`config.mk`:
```
export PLATFORM = sky130hd
export DESIGN_NAME = bnx_branch_if_no_overflow
export DESIGN_NICKNAME = d
export VERILOG_FILES = /design/src/bnx_pkg.sv /design/src/bnx_branch_if_no_overflow.sv /design/src/bnx_target.sv
export SDC_FILE = /design/constraint.sdc
export NUM_CORES = 1
export LEC_CHECK = 0
export BUFFER_PORTS_ARGS = -buffer_cell sky130_fd_sc_hd__clkbuf_2
export CAP_MARGIN = 20
export CORE_ASPECT_RATIO = 0.5
export CORE_MARGIN = 3
export CORE_UTILIZATION = 56
export CTS_BUF_LIST = sky130_fd_sc_hd__clkbuf_2 sky130_fd_sc_hd__clkbuf_4 sky130_fd_sc_hd__clkbuf_8
export CTS_CLUSTER_DIAMETER = 60
export DETAILED_ROUTE_END_ITERATION = 16
export MAX_ROUTING_LAYER = met4
export PLACE_DENSITY_LB_ADDON = 0.12
export SLEW_MARGIN = 10
export SYNTH_ARGS = -nofsm -noshare
export SYNTH_HDL_FRONTEND = slang
export SYNTH_SLANG_ARGS = --single-unit
```
`constraint.sdc`:
```
create_clock -name clk_sys -period 7.24 [get_ports clk_sys]
set_clock_uncertainty 0.05 [all_clocks]
set_input_delay 0.724 -clock clk_sys [delete_from_list [all_inputs] [get_ports clk_sys]]
set_output_delay 0.724 -clock clk_sys [all_outputs]
set_load 0.05 [all_outputs]
```
`src/bnx_pkg.sv`:
```
package bnx_pkg;
   // ------------------------------------------------------------
   // Widths
   // ------------------------------------------------------------
   localparam int PC_W    = 21;
   localparam int INSTR_W = 16;
   localparam int OFS_W   = 8;

   // ------------------------------------------------------------
   // Encoding
   // ------------------------------------------------------------
   localparam logic [7:0] OPC_BRANCH_NOV = 8'hE5;
   localparam int         OPC_HI_POS     = 8;

   // ------------------------------------------------------------
   // Timing and reset values
   // ------------------------------------------------------------
   localparam logic [PC_W-1:0] PC_STEP       = 21'h0_0002;
   localparam logic [PC_W-1:0] PC_RESET      = 21'h0_0000;
   localparam logic [1:0]      Q_LAST        = 2'h3;
   localparam logic [1:0]      Q_RESET       = 2'h0;

   // Execution phase state, Gray along Q1..Q4
   typedef enum logic [1:0] {
      BNX_Q1 = 2'b00,
      BNX_Q2 = 2'b01,
      BNX_Q3 = 2'b11,
      BNX_Q4 = 2'b10
   } bnx_phase_t;
endpackage

```
`src/bnx_branch_if_no_overflow.sv`:
```
`timescale 1ns/1ps
// Behaviour
// - Branch taken only when overflow flag is 0, else fall through.
// - Offset is signed 8-bit, doubled, added to program counter.
// - Target is branch address plus 2 plus twice the offset.
// - One cycle when not taken; taken adds a flushing no-op cycle.
module bnx_branch_if_no_overflow (
   input  wire logic                         clk_sys,
   input  wire logic                         rst,
   input  wire logic                         instr_valid,
   input  wire logic [bnx_pkg::INSTR_W-1:0]  instr,
   input  wire logic [bnx_pkg::PC_W-1:0]     pc_in,
   input  wire logic                         ovf_flag,
   output logic      [bnx_pkg::PC_W-1:0]     program_counter,
   output logic                              pc_load,
   output logic                              flush,
   output logic                              busy,
   output logic                              done,
   output logic      [1:0]                   q_phase
);
   import bnx_pkg::*;

   // ------------------------------------------------------------
   // State
   // ------------------------------------------------------------
   // Phase sequencer
   bnx_phase_t        ph_q, ph_d;
   logic              in_q1, in_q2, in_q3, in_q4; // One-hot phase strobes

   // Execution control
   logic              act_q, act_d;        // Executing a first cycle
   logic              taken_q, taken_d;    // Branch condition result
   logic              nop_q, nop_d;        // Second, no-op cycle
   logic [OFS_W-1:0]  ofs_q, ofs_d;        // Latched signed offset
   logic [PC_W-1:0]   pcadv_q, pcadv_d;    // Counter advanced past branch

   // Results towards the core
   logic [PC_W-1:0]   pc_q, pc_d;
   logic              load_q, load_d;
   logic              flush_q, flush_d;
   logic              done_q, done_d;
   logic              busy_q, busy_d;

   // Combinational helpers
   logic [PC_W-1:0]   target;
   logic              hit;
   logic              accept;
   logic              finish_first;        // Q4 of an executing first cycle
   logic              finish_nop;          // Q4 of the no-op cycle

   // ------------------------------------------------------------
   // Phase decode
   // ------------------------------------------------------------
   // One strobe per phase of the instruction cycle
   assign in_q1 = (ph_q == BNX_Q1);
   assign in_q2 = (ph_q == BNX_Q2);
   assign in_q3 = (ph_q == BNX_Q3);
   assign in_q4 = (ph_q == BNX_Q4);

   // ------------------------------------------------------------
   // Opcode decode
   // ------------------------------------------------------------
   // Upper byte selects this branch, lower byte is the offset
   assign hit = instr_valid && (instr[INSTR_W-1:OPC_HI_POS] == OPC_BRANCH_NOV);

   // Accept only at a free Q1, requests while busy are dropped
   assign accept = in_q1 && !act_q && !nop_q && hit;

   // End of the first cycle and of the no-op cycle
   assign finish_first = in_q4 && act_q;
   assign finish_nop   = in_q4 && nop_q;

   // ------------------------------------------------------------
   // Target adder
   // ------------------------------------------------------------
   // Doubled signed offset added to the advanced counter
   bnx_target i_bnx_target (
      .pc_adv (pcadv_q),
      .offset (ofs_q),
      .target (target)
   );

   // ------------------------------------------------------------
   // Phase sequencer
   // ------------------------------------------------------------
   // Next phase, Gray order Q1 Q2 Q3 Q4 and back
   always_comb begin
      ph_d = ph_q;
      case (ph_q)
         BNX_Q1: begin
            ph_d = BNX_Q2;
         end
         BNX_Q2: begin
            ph_d = BNX_Q3;
         end
         BNX_Q3: begin
            ph_d = BNX_Q4;
         end
         BNX_Q4: begin
            ph_d = BNX_Q1;
         end
         default: begin
            ph_d = BNX_Q1;
         end
      endcase
   end

   // Phase register
   always_ff @(posedge clk_sys or posedge rst) begin
      if (rst) begin
         ph_q <= BNX_Q1;
      end else begin
         ph_q <= ph_d;
      end
   end

   // ------------------------------------------------------------
   // Execution control
   // ------------------------------------------------------------
   // Next execution state per phase
   always_comb begin
      act_d   = act_q;
      taken_d = taken_q;
      nop_d   = nop_q;
      ofs_d   = ofs_q;
      pcadv_d = pcadv_q;
      case (ph_q)
         BNX_Q1: begin
            if (accept) begin
               act_d   = 1'b1;
               pcadv_d = pc_in + PC_STEP;
            end
         end
         BNX_Q2: begin
            if (act_q) begin
               ofs_d = instr[OFS_W-1:0];
            end
         end
         BNX_Q3: begin
            if (act_q) begin
               taken_d = ~ovf_flag;
            end
         end
         BNX_Q4: begin
            if (act_q) begin
               act_d = 1'b0;
               nop_d = taken_q;
            end else if (nop_q) begin
               nop_d = 1'b0;
            end
         end
         default: begin
            act_d = 1'b0;
            nop_d = 1'b0;
         end
      endcase
   end

   // Execution registers
   always_ff @(posedge clk_sys or posedge rst) begin
      if (rst) begin
         act_q   <= 1'b0;
         taken_q <= 1'b0;
         nop_q   <= 1'b0;
         ofs_q   <= '0;
         pcadv_q <= PC_RESET;
      end else begin
         act_q   <= act_d;
         taken_q <= taken_d;
         nop_q   <= nop_d;
         ofs_q   <= ofs_d;
         pcadv_q <= pcadv_d;
      end
   end

   // ------------------------------------------------------------
   // Results
   // ------------------------------------------------------------
   // Counter load, flush and completion strobes; flags never written
   always_comb begin
      pc_d    = pc_q;
      load_d  = 1'b0;
      flush_d = 1'b0;
      done_d  = 1'b0;
      busy_d  = act_d | nop_d;
      if (finish_first) begin
         load_d = 1'b1;
         if (taken_q) begin
            pc_d = target;
         end else begin
            pc_d   = pcadv_q;
            done_d = 1'b1;
         end
      end else if (finish_nop) begin
         flush_d = 1'b1;
         done_d  = 1'b1;
      end
   end

   // Result registers
   always_ff @(posedge clk_sys or posedge rst) begin
      if (rst) begin
         pc_q    <= PC_RESET;
         load_q  <= 1'b0;
         flush_q <= 1'b0;
         done_q  <= 1'b0;
         busy_q  <= 1'b0;
      end else begin
         pc_q    <= pc_d;
         load_q  <= load_d;
         flush_q <= flush_d;
         done_q  <= done_d;
         busy_q  <= busy_d;
      end
   end

   // ------------------------------------------------------------
   // Outputs
   // ------------------------------------------------------------
   // Every output straight from a flip-flop
   assign program_counter = pc_q;
   assign pc_load         = load_q;
   assign flush           = flush_q;
   assign busy            = busy_q;
   assign done            = done_q;
   assign q_phase         = ph_q;
endmodule // bnx_branch_if_no_overflow

```
`src/bnx_target.sv`:
```
`timescale 1ns/1ps
module bnx_target (
   input  wire logic [bnx_pkg::PC_W-1:0]  pc_adv,
   input  wire logic [bnx_pkg::OFS_W-1:0] offset,
   output logic      [bnx_pkg::PC_W-1:0]  target
);
   import bnx_pkg::*;

   logic [PC_W-1:0] ofs_ext;

   // Sign extend and double the offset, add to advanced counter
   always_comb begin
      ofs_ext = {{(PC_W-OFS_W-1){offset[OFS_W-1]}}, offset, 1'b0};
      target  = pc_adv + ofs_ext;
   end
endmodule // bnx_target

```
==> results.toml, run 1 <==
[pwr]
swShare = 0.289
p_seq_frac = 0.442
ir_drop_mv = 0.183
power_leakage_nw = 2.01
switchingPower_w = 0.000233
powerDensity_nw_per_um2 = 192
p_int_w = 0.000574
p_comb_frac = 0.163
power.share.clock = 0.395

[grt]
antenna_found_initial = 0
grt_use_total = 0.262
grt_pass1_vias = 3098
overflow = 0
grt_pass1_wl_mm = 15.1
grt_max_degree = 60

[floorplan]
die_area_sq_um = 7480
core_sq_um = 5820
boundaryPins = 68
die_w_um = 119
start_util = 0.617
die_h_um = 62.7
rows = 19

[sta]
worst_slack_ns = 4.41
fmax_mhz = 353
worst_slew_pin_slew_ns = 0.938
hold_viol = 0
rsz0062_at_grt = "no"
finalSetupViolations = 0
holdWs_ns = 0.440
fin_crit_sh = 0.391
maxSlewViolCount = 0
fin_setup_tns_ns = 0
slew_headroom = 0.374
period_needed_ns = 2.83

[synthesis]
synth_cell_type_count = 48
yosys_register_bits = 59
yosys_warnings = 0
synth-seq-area-share = 0.411
avgSynthCellArea_sq_um = 9.01
synthFlopType = "dfrtp_1"
synth_nets = 461
synthArstFlopShare = 1.00
synth_edf_count = 0
synth_area_sq_um = 3600
syn_inst = 399

[drt]
routed_wl_mm = 9.05
met1_length_mm = 4.27
ant_nets = 0
avgViaCountPerCell = 5.78
dr.max_layer_used = "met4"
wl_per_cell_um = 16.4
first_pass_iters = 7
drc = 0
drt-initial-drc-count = 284
vias = 3183
wl_met2_mm = 4.23
wl_met3_um = 409

[critical_path]
reg2regPathDepth = 7
cp-start-kind = "register"
crit-reg2reg-capture = "busy"
path_cells = "inv_1, nor2_1, nand2_1, inv_1, nand2_1, o21ai_0, or2_2"
arrival_ns = 3.01
crit_type = "register to register"
rr_startpoint = "q_phase[1]"
critPathMaxStageDelay_ns = 0.67
cpMaxStageDelayCell = "inv_1"
crit_fanout = 29
cp-end-kind = "register"
cp.required_ns = 7.42
r2r_setup_slack_ns = 4.41

[clock_network]
post-cts-setup-buffers = 0
root_buffer = "clkbuf_8"
cts_hold_buf = 0
h-tree-depth = 3
clockBufferDepth = 2
insertion_delay_ns = 0.35
cts_buffers = 9
clock_sinks = 59
cts_tree = "built"
cts.clk_slew.worst_paths_ns = 0.07
cts_resized = 0

[hold_path]
min_from = "pcadv_q[0]"
worstHoldPathType = "register to register"
min_to = "program_counter[0]"
whs_path_depth = 2

[place]
hpwl_mm = 6.49
place.gp.congestion = 0.862
io_buffers = 67
pre_cts_ws_ns = 4.47

[flow_run]
cap_violations = 0

[cells_and_area]
nets = 524
drive_above_1_share = 0.229
area_growth_pct = 16.6
insertedDiodeCount = 0

[status]
status = "complete, no violations"
## worst max-delay path, delay by kind of cell (launching register included)
kind,cells,cell delay (ns)
buf+inv,2,0.79
compound gates,1,0.15
simple gates,4,1.32
flops,1,0.40
## cell families (layout without fill, tap and decap cells)
kind of cell	Yosys count	in the layout	synth area share
and+or+nand+nor	129	129	0.164
DFF	59	59	0.411
muxes	15	15	0.0456
AOI/OAI and AO/OA	114	114	0.194
xor gates and xnor gates	32	32	0.0779
buffers and inverters	29	97	0.0327
adders and majority gates	21	21	0.0752
## synth_stat cells, types with 2 or more instances
master / n / area (sq um)
o22ai_1: 3 / 18.8
a21oi_2: 2 / 17.5
a311oi_1: 3 / 26.3
dfrtp_1: 59 / 1480
nor2b_1: 4 / 25.0
xor2_1: 18 / 158
clkbuf_1: 12 / 45.0
nor3_1: 7 / 35.0
or3_1: 3 / 18.8
nor4_1: 3 / 18.8
o21ai_0: 36 / 180
and3_1: 4 / 25.0
a211oi_1: 5 / 37.5
inv_1: 12 / 45.0
and4_1: 3 / 26.3
mux2_2: 11 / 124
nor2_1: 35 / 131
a21o_1: 6 / 45.0
ha_1: 20 / 250
mux2i_1: 4 / 40.0
nand3_1: 16 / 80.1
a211o_1: 2 / 17.5
nand2_1: 48 / 180
buf_1: 3 / 11.3
o21bai_1: 2 / 15.0
o21a_1: 3 / 22.5
a21oi_1: 37 / 185
xnor2_1: 14 / 123
o21ai_2: 2 / 17.5
or2_2: 2 / 12.5
o221ai_1: 2 / 17.5
a31oi_1: 2 / 12.5
## stage by stage
stage	utilization	total power, W	cells	instance area [sq um]
6_report	0.720	0.000807	551	4190
5_1_grt	0.720	0.000841	551	4190
4_1_cts	0.720	0.000813	551	4190
3_5_place_dp	0.683	0.000492	535	3980
3_3_place_gp	0.683	0.000488	535	3980
2_1_floorplan	-	0.000453	399	3600
## flip-flops by register name (all words and copies together) (netlist names), 2 cells and up
register and flops:
ofs_q 8, q_phase 2, pcadv_q 21, program_counter 21
## cells in the final DEF (no fill, tap or decap), types with 4 or more instances in the layout
cell / netlist / final
a211oi_1: 5 / 5
a21o_1: 6 / 6
a21oi_1: 37 / 37
and3_1: 4 / 4
clkbuf_2: 0 / 67
clkbuf_8: 0 / 12
dfrtp_1: 59 / 59
ha_1: 20 / 20
inv_1: 12 / 11
mux2_2: 11 / 11
mux2i_1: 4 / 4
nand2_1: 48 / 48
nand3_1: 16 / 16
nor2_1: 35 / 35
nor2b_1: 4 / 4
nor3_1: 7 / 7
o21ai_0: 36 / 36
xnor2_1: 14 / 14
xor2_1: 18 / 18
## cell type report
cell class	instances	area, sq um
clock buffer	12	165
fill	437	1630
multi-input combinational	311	2000
timing repair buffer	69	350
tap	84	105
sequential	59	1480
clock inverter	4	47.5
inverter	12	45.0
## layer usage
| layer | track usage | up-vias |
|---|---|---|
| li1 | - | 1544 |
| met1 | 0.331 | 1529 |
| met2 | 0.419 | 95 |
| met3 | 0.0633 | 15 |
| met4 | 0.0856 | 0 |
| met5 | - | - |
## how the worst max path moves through the flow
stage / from / end / slack [ns] / cells past startpoint
floorplan: ofs_q[7] / program_counter[20] / 4.81 / 9
global placement: ofs_q[7] / program_counter[20] / 4.52 / 8
detailed placement: q_phase[1] / busy / 4.47 / 7
CTS: ofs_q[7] / program_counter[20] / 4.45 / 8
global route: q_phase[1] / busy / 4.11 / 7
finish: q_phase[1] / busy / 4.41 / 7
## power groups by stage
stage	clock network [W]	registers [W]	logic, W
3_3_place_gp	0	0.000361	0.000127
2_1_floorplan	0	0.000389	0.0000635
3_5_place_dp	0	0.000362	0.000130
5_1_grt	0.000339	0.000358	0.000144
6_report	0.000318	0.000356	0.000132
4_1_cts	0.000326	0.000356	0.000131
Power figures use the tool's default switching activity.
==> run 2: changes to the inputs <==
Settings changed: ABC_AREA set to 1, CORE_UTILIZATION 56 to 53.
Clock period 7.24 ns to 2.6 ns, I/O delays scaled along.
==> run 2 against run 1 <==
Compared with the run above: die area is 17% higher; wire length is 18% higher; register-to-register slack worse by 3.9 ns; worst setup slack worse by 3.9 ns; sequential power grew to 2.7 times the previous value; non-clock buffer count is 2 higher; sequential share of layout area is 3.7 points lower; largest power group is now the clock network; clock power grew to 3.0 times the previous value; global-route usage is 1.1 points higher; first-iteration DRC count is 11% lower; critical endpoint is now program_counter[16].
==> results.toml, run 2 <==
[grt]
grt_pass1_vias = 3698
grt_pass1_wl_mm = 17.8
overflow = 0
grt_use_total = 0.273
grt_max_degree = 28
antenna_found_initial = 0

[pwr]
powerDensity_nw_per_um2 = 478
power.total_w = 0.00224
ir_drop_mv = 0.249
power_leakage_nw = 2.60

[status]
status = "complete, no violations"

[critical_path]
setup.worst_path.start = "ofs_q[7]"
crit_fanout = 14
cp-start-kind = "register"
r2r_setup_slack_ns = 0.48
endpoint = "program_counter[16]"
rr_startpoint = "ofs_q[7]"
arrival_ns = 2.30
cp-end-kind = "register"
cp.required_ns = 2.77
reg2regPathDepth = 9
crit-reg2reg-capture = "program_counter[16]"
crit_type = "register to register"

[synthesis]
synthFlopType = "dfrtp_1"
synth_nets = 623
synth_cell_type_count = 38
synth_edf_count = 0
yosys_warnings = 0
synth-seq-area-share = 0.366
avgSynthCellArea_sq_um = 7.18
synth_area_sq_um = 4030
syn_inst = 561
synthTopCellsByArea = "dfrtp_1, nand2_1, nand3_1"
synthArstFlopShare = 1.00
synth_most_common_cell = "nand2_1"
synth_common_cells = "nand2_1, inv_1, dfrtp_1"
yosys_register_bits = 59
yosys.area.top_type = "dfrtp_1"
synth_top_area_share = 0.366

[clock_network]
post-cts-setup-buffers = 0
cts.clk_slew.worst_paths_ns = 0.08
cts_buffers = 9
insertion_delay_ns = 0.35
cts_tree = "built"
clockBufferDepth = 2
clock_sinks = 59
root_buffer = "clkbuf_8"
h-tree-depth = 3

[sta]
hold_viol = 0
fin_setup_tns_ns = 0
rsz0062_at_grt = "no"
slew_headroom = 0.617
fmax_mhz = 471
worst_slew_pin_slew_ns = 0.574
finalSetupViolations = 0
period_needed_ns = 2.12
fin_crit_sh = 0.817
maxSlewViolCount = 0

[cells_and_area]
layout_commonest_cell = "nand2_1"
post-route-cell-area_sq_um = 4680
final_cell_mix = "nand2_1, clkbuf_2, inv_1"
nets = 695
multi_input_area_sq_um = 2220
regArea_sq_um = 1480
final_util = 0.667
area_growth_pct = 16.1
drive_above_1_share = 0.174
insertedDiodeCount = 0
fill_cells = 653

[floorplan]
core_sq_um = 7020
boundaryPins = 68
die_w_um = 129
die_h_um = 67.7
start_util = 0.574
die_area_sq_um = 8750
rows = 21

[flow_run]
cap_violations = 0

[place]
io_buffers = 67
hpwl_mm = 8.34
place.gp.congestion = 0.942
place_area_sq_um = 4450

[drt]
ant_nets = 0
drc = 0
wl_per_cell_um = 14.6
first_pass_iters = 4
drt-initial-drc-count = 254
routed_wl_mm = 10.7
avgViaCountPerCell = 5.36
vias = 3912

[hold_path]
worstHoldPathType = "input pin to register"
whs_path_depth = 2
-- run 2: changes by cell type in the layout (fill, tap and decap cells not counted), moves of 5 or more --
cell      change
nand2_1     +152
inv_1        +53
nand3_1      +38
a21oi_1      -21
o21ai_0      -21
xor2_1        -9
o21ai_1       +8
a21o_1        -6
a211oi_1      -5
inv_2         +5
nand4_1       +5
-- run 2: cell families (layout without fill, tap and decap cells) --
family,after synthesis,after routing,share of synthesized area
AOI/OAI and AO/OA,52,52,0.0730
buffers and inverters,82,159,0.0817
and+or+nand+nor,320,320,0.349
adders and majority gates,21,21,0.0671
muxes,7,7,0.0196
xor gates and xnor gates,20,20,0.0435
DFF,59,59,0.366
-- run 2: through the flow --
step	instances	setup WS [ns]	hold WS (ns)
3_3_place_gp	713	0.550	0.281
2_1_floorplan	561	0.829	0.305
3_5_place_dp	713	0.506	0.282
6_report	730	0.476	0.0491
4_1_cts	730	0.470	0.0484
5_1_grt	730	0.229	0.0721
-- run 2: final cells by class --
| class | instances | share of cell area |
|---|---|---|
| tap | 92 | 0.0246 |
| multi-input combinational | 420 | 0.475 |
| clock inverter | 7 | 0.0211 |
| clock buffer | 9 | 0.0265 |
| timing repair buffer | 71 | 0.0786 |
| sequential | 59 | 0.315 |
| inverter | 72 | 0.0585 |
-- run 2: worst max-delay path, stage by stage (launching register included) --
cell	delay (ns)
dfrtp_1	0.69
ha_1	0.37
nand2_1	0.11
inv_1	0.06
a21oi_1	0.26
nor2_1	0.08
nor2_1	0.13
nand3_1	0.09
nand3_1	0.09
nand3_1	0.07
-- run 2: timing repair --
action                                 CTS  global route
endpoints found under the hold margin   25             0
hold buffers                             1             0
gates resized for setup                  0             0
-- run 2: power breakdown --
| group | switching [W] | total [W] | internal, W | leakage [nW] |
|---|---|---|---|---|
| Combinational | 0.000210 | 0.000327 | 0.000117 | 1.73 |
| Sequential | 0.0000177 | 0.000952 | 0.000935 | 0.764 |
| Clock | 0.000410 | 0.000956 | 0.000546 | 0.110 |
| Total | 0.000638 | 0.00224 | 0.00160 | 2.60 |
-- run 2: worst min-delay path by stage --
stage	from	end	slack, ns
floorplan	pc_in[1]	pcadv_q[1]	0.30
global placement	rst	q_phase[1]	0.28
global route	ovf_flag	taken_q	0.07
detailed placement	rst	q_phase[1]	0.28
CTS	ovf_flag	taken_q	0.05
finish	ovf_flag	taken_q	0.05
-- run 2: per-layer routing --
layer | global-route usage | up-vias | wire [um]
met5 | - | - | 0
met3 | 0.0758 | 10 | 985
met1 | 0.376 | 1798 | 5320
li1 | - | 1957 | -
met4 | 0.0589 | 0 | 82
met2 | 0.403 | 147 | 4280
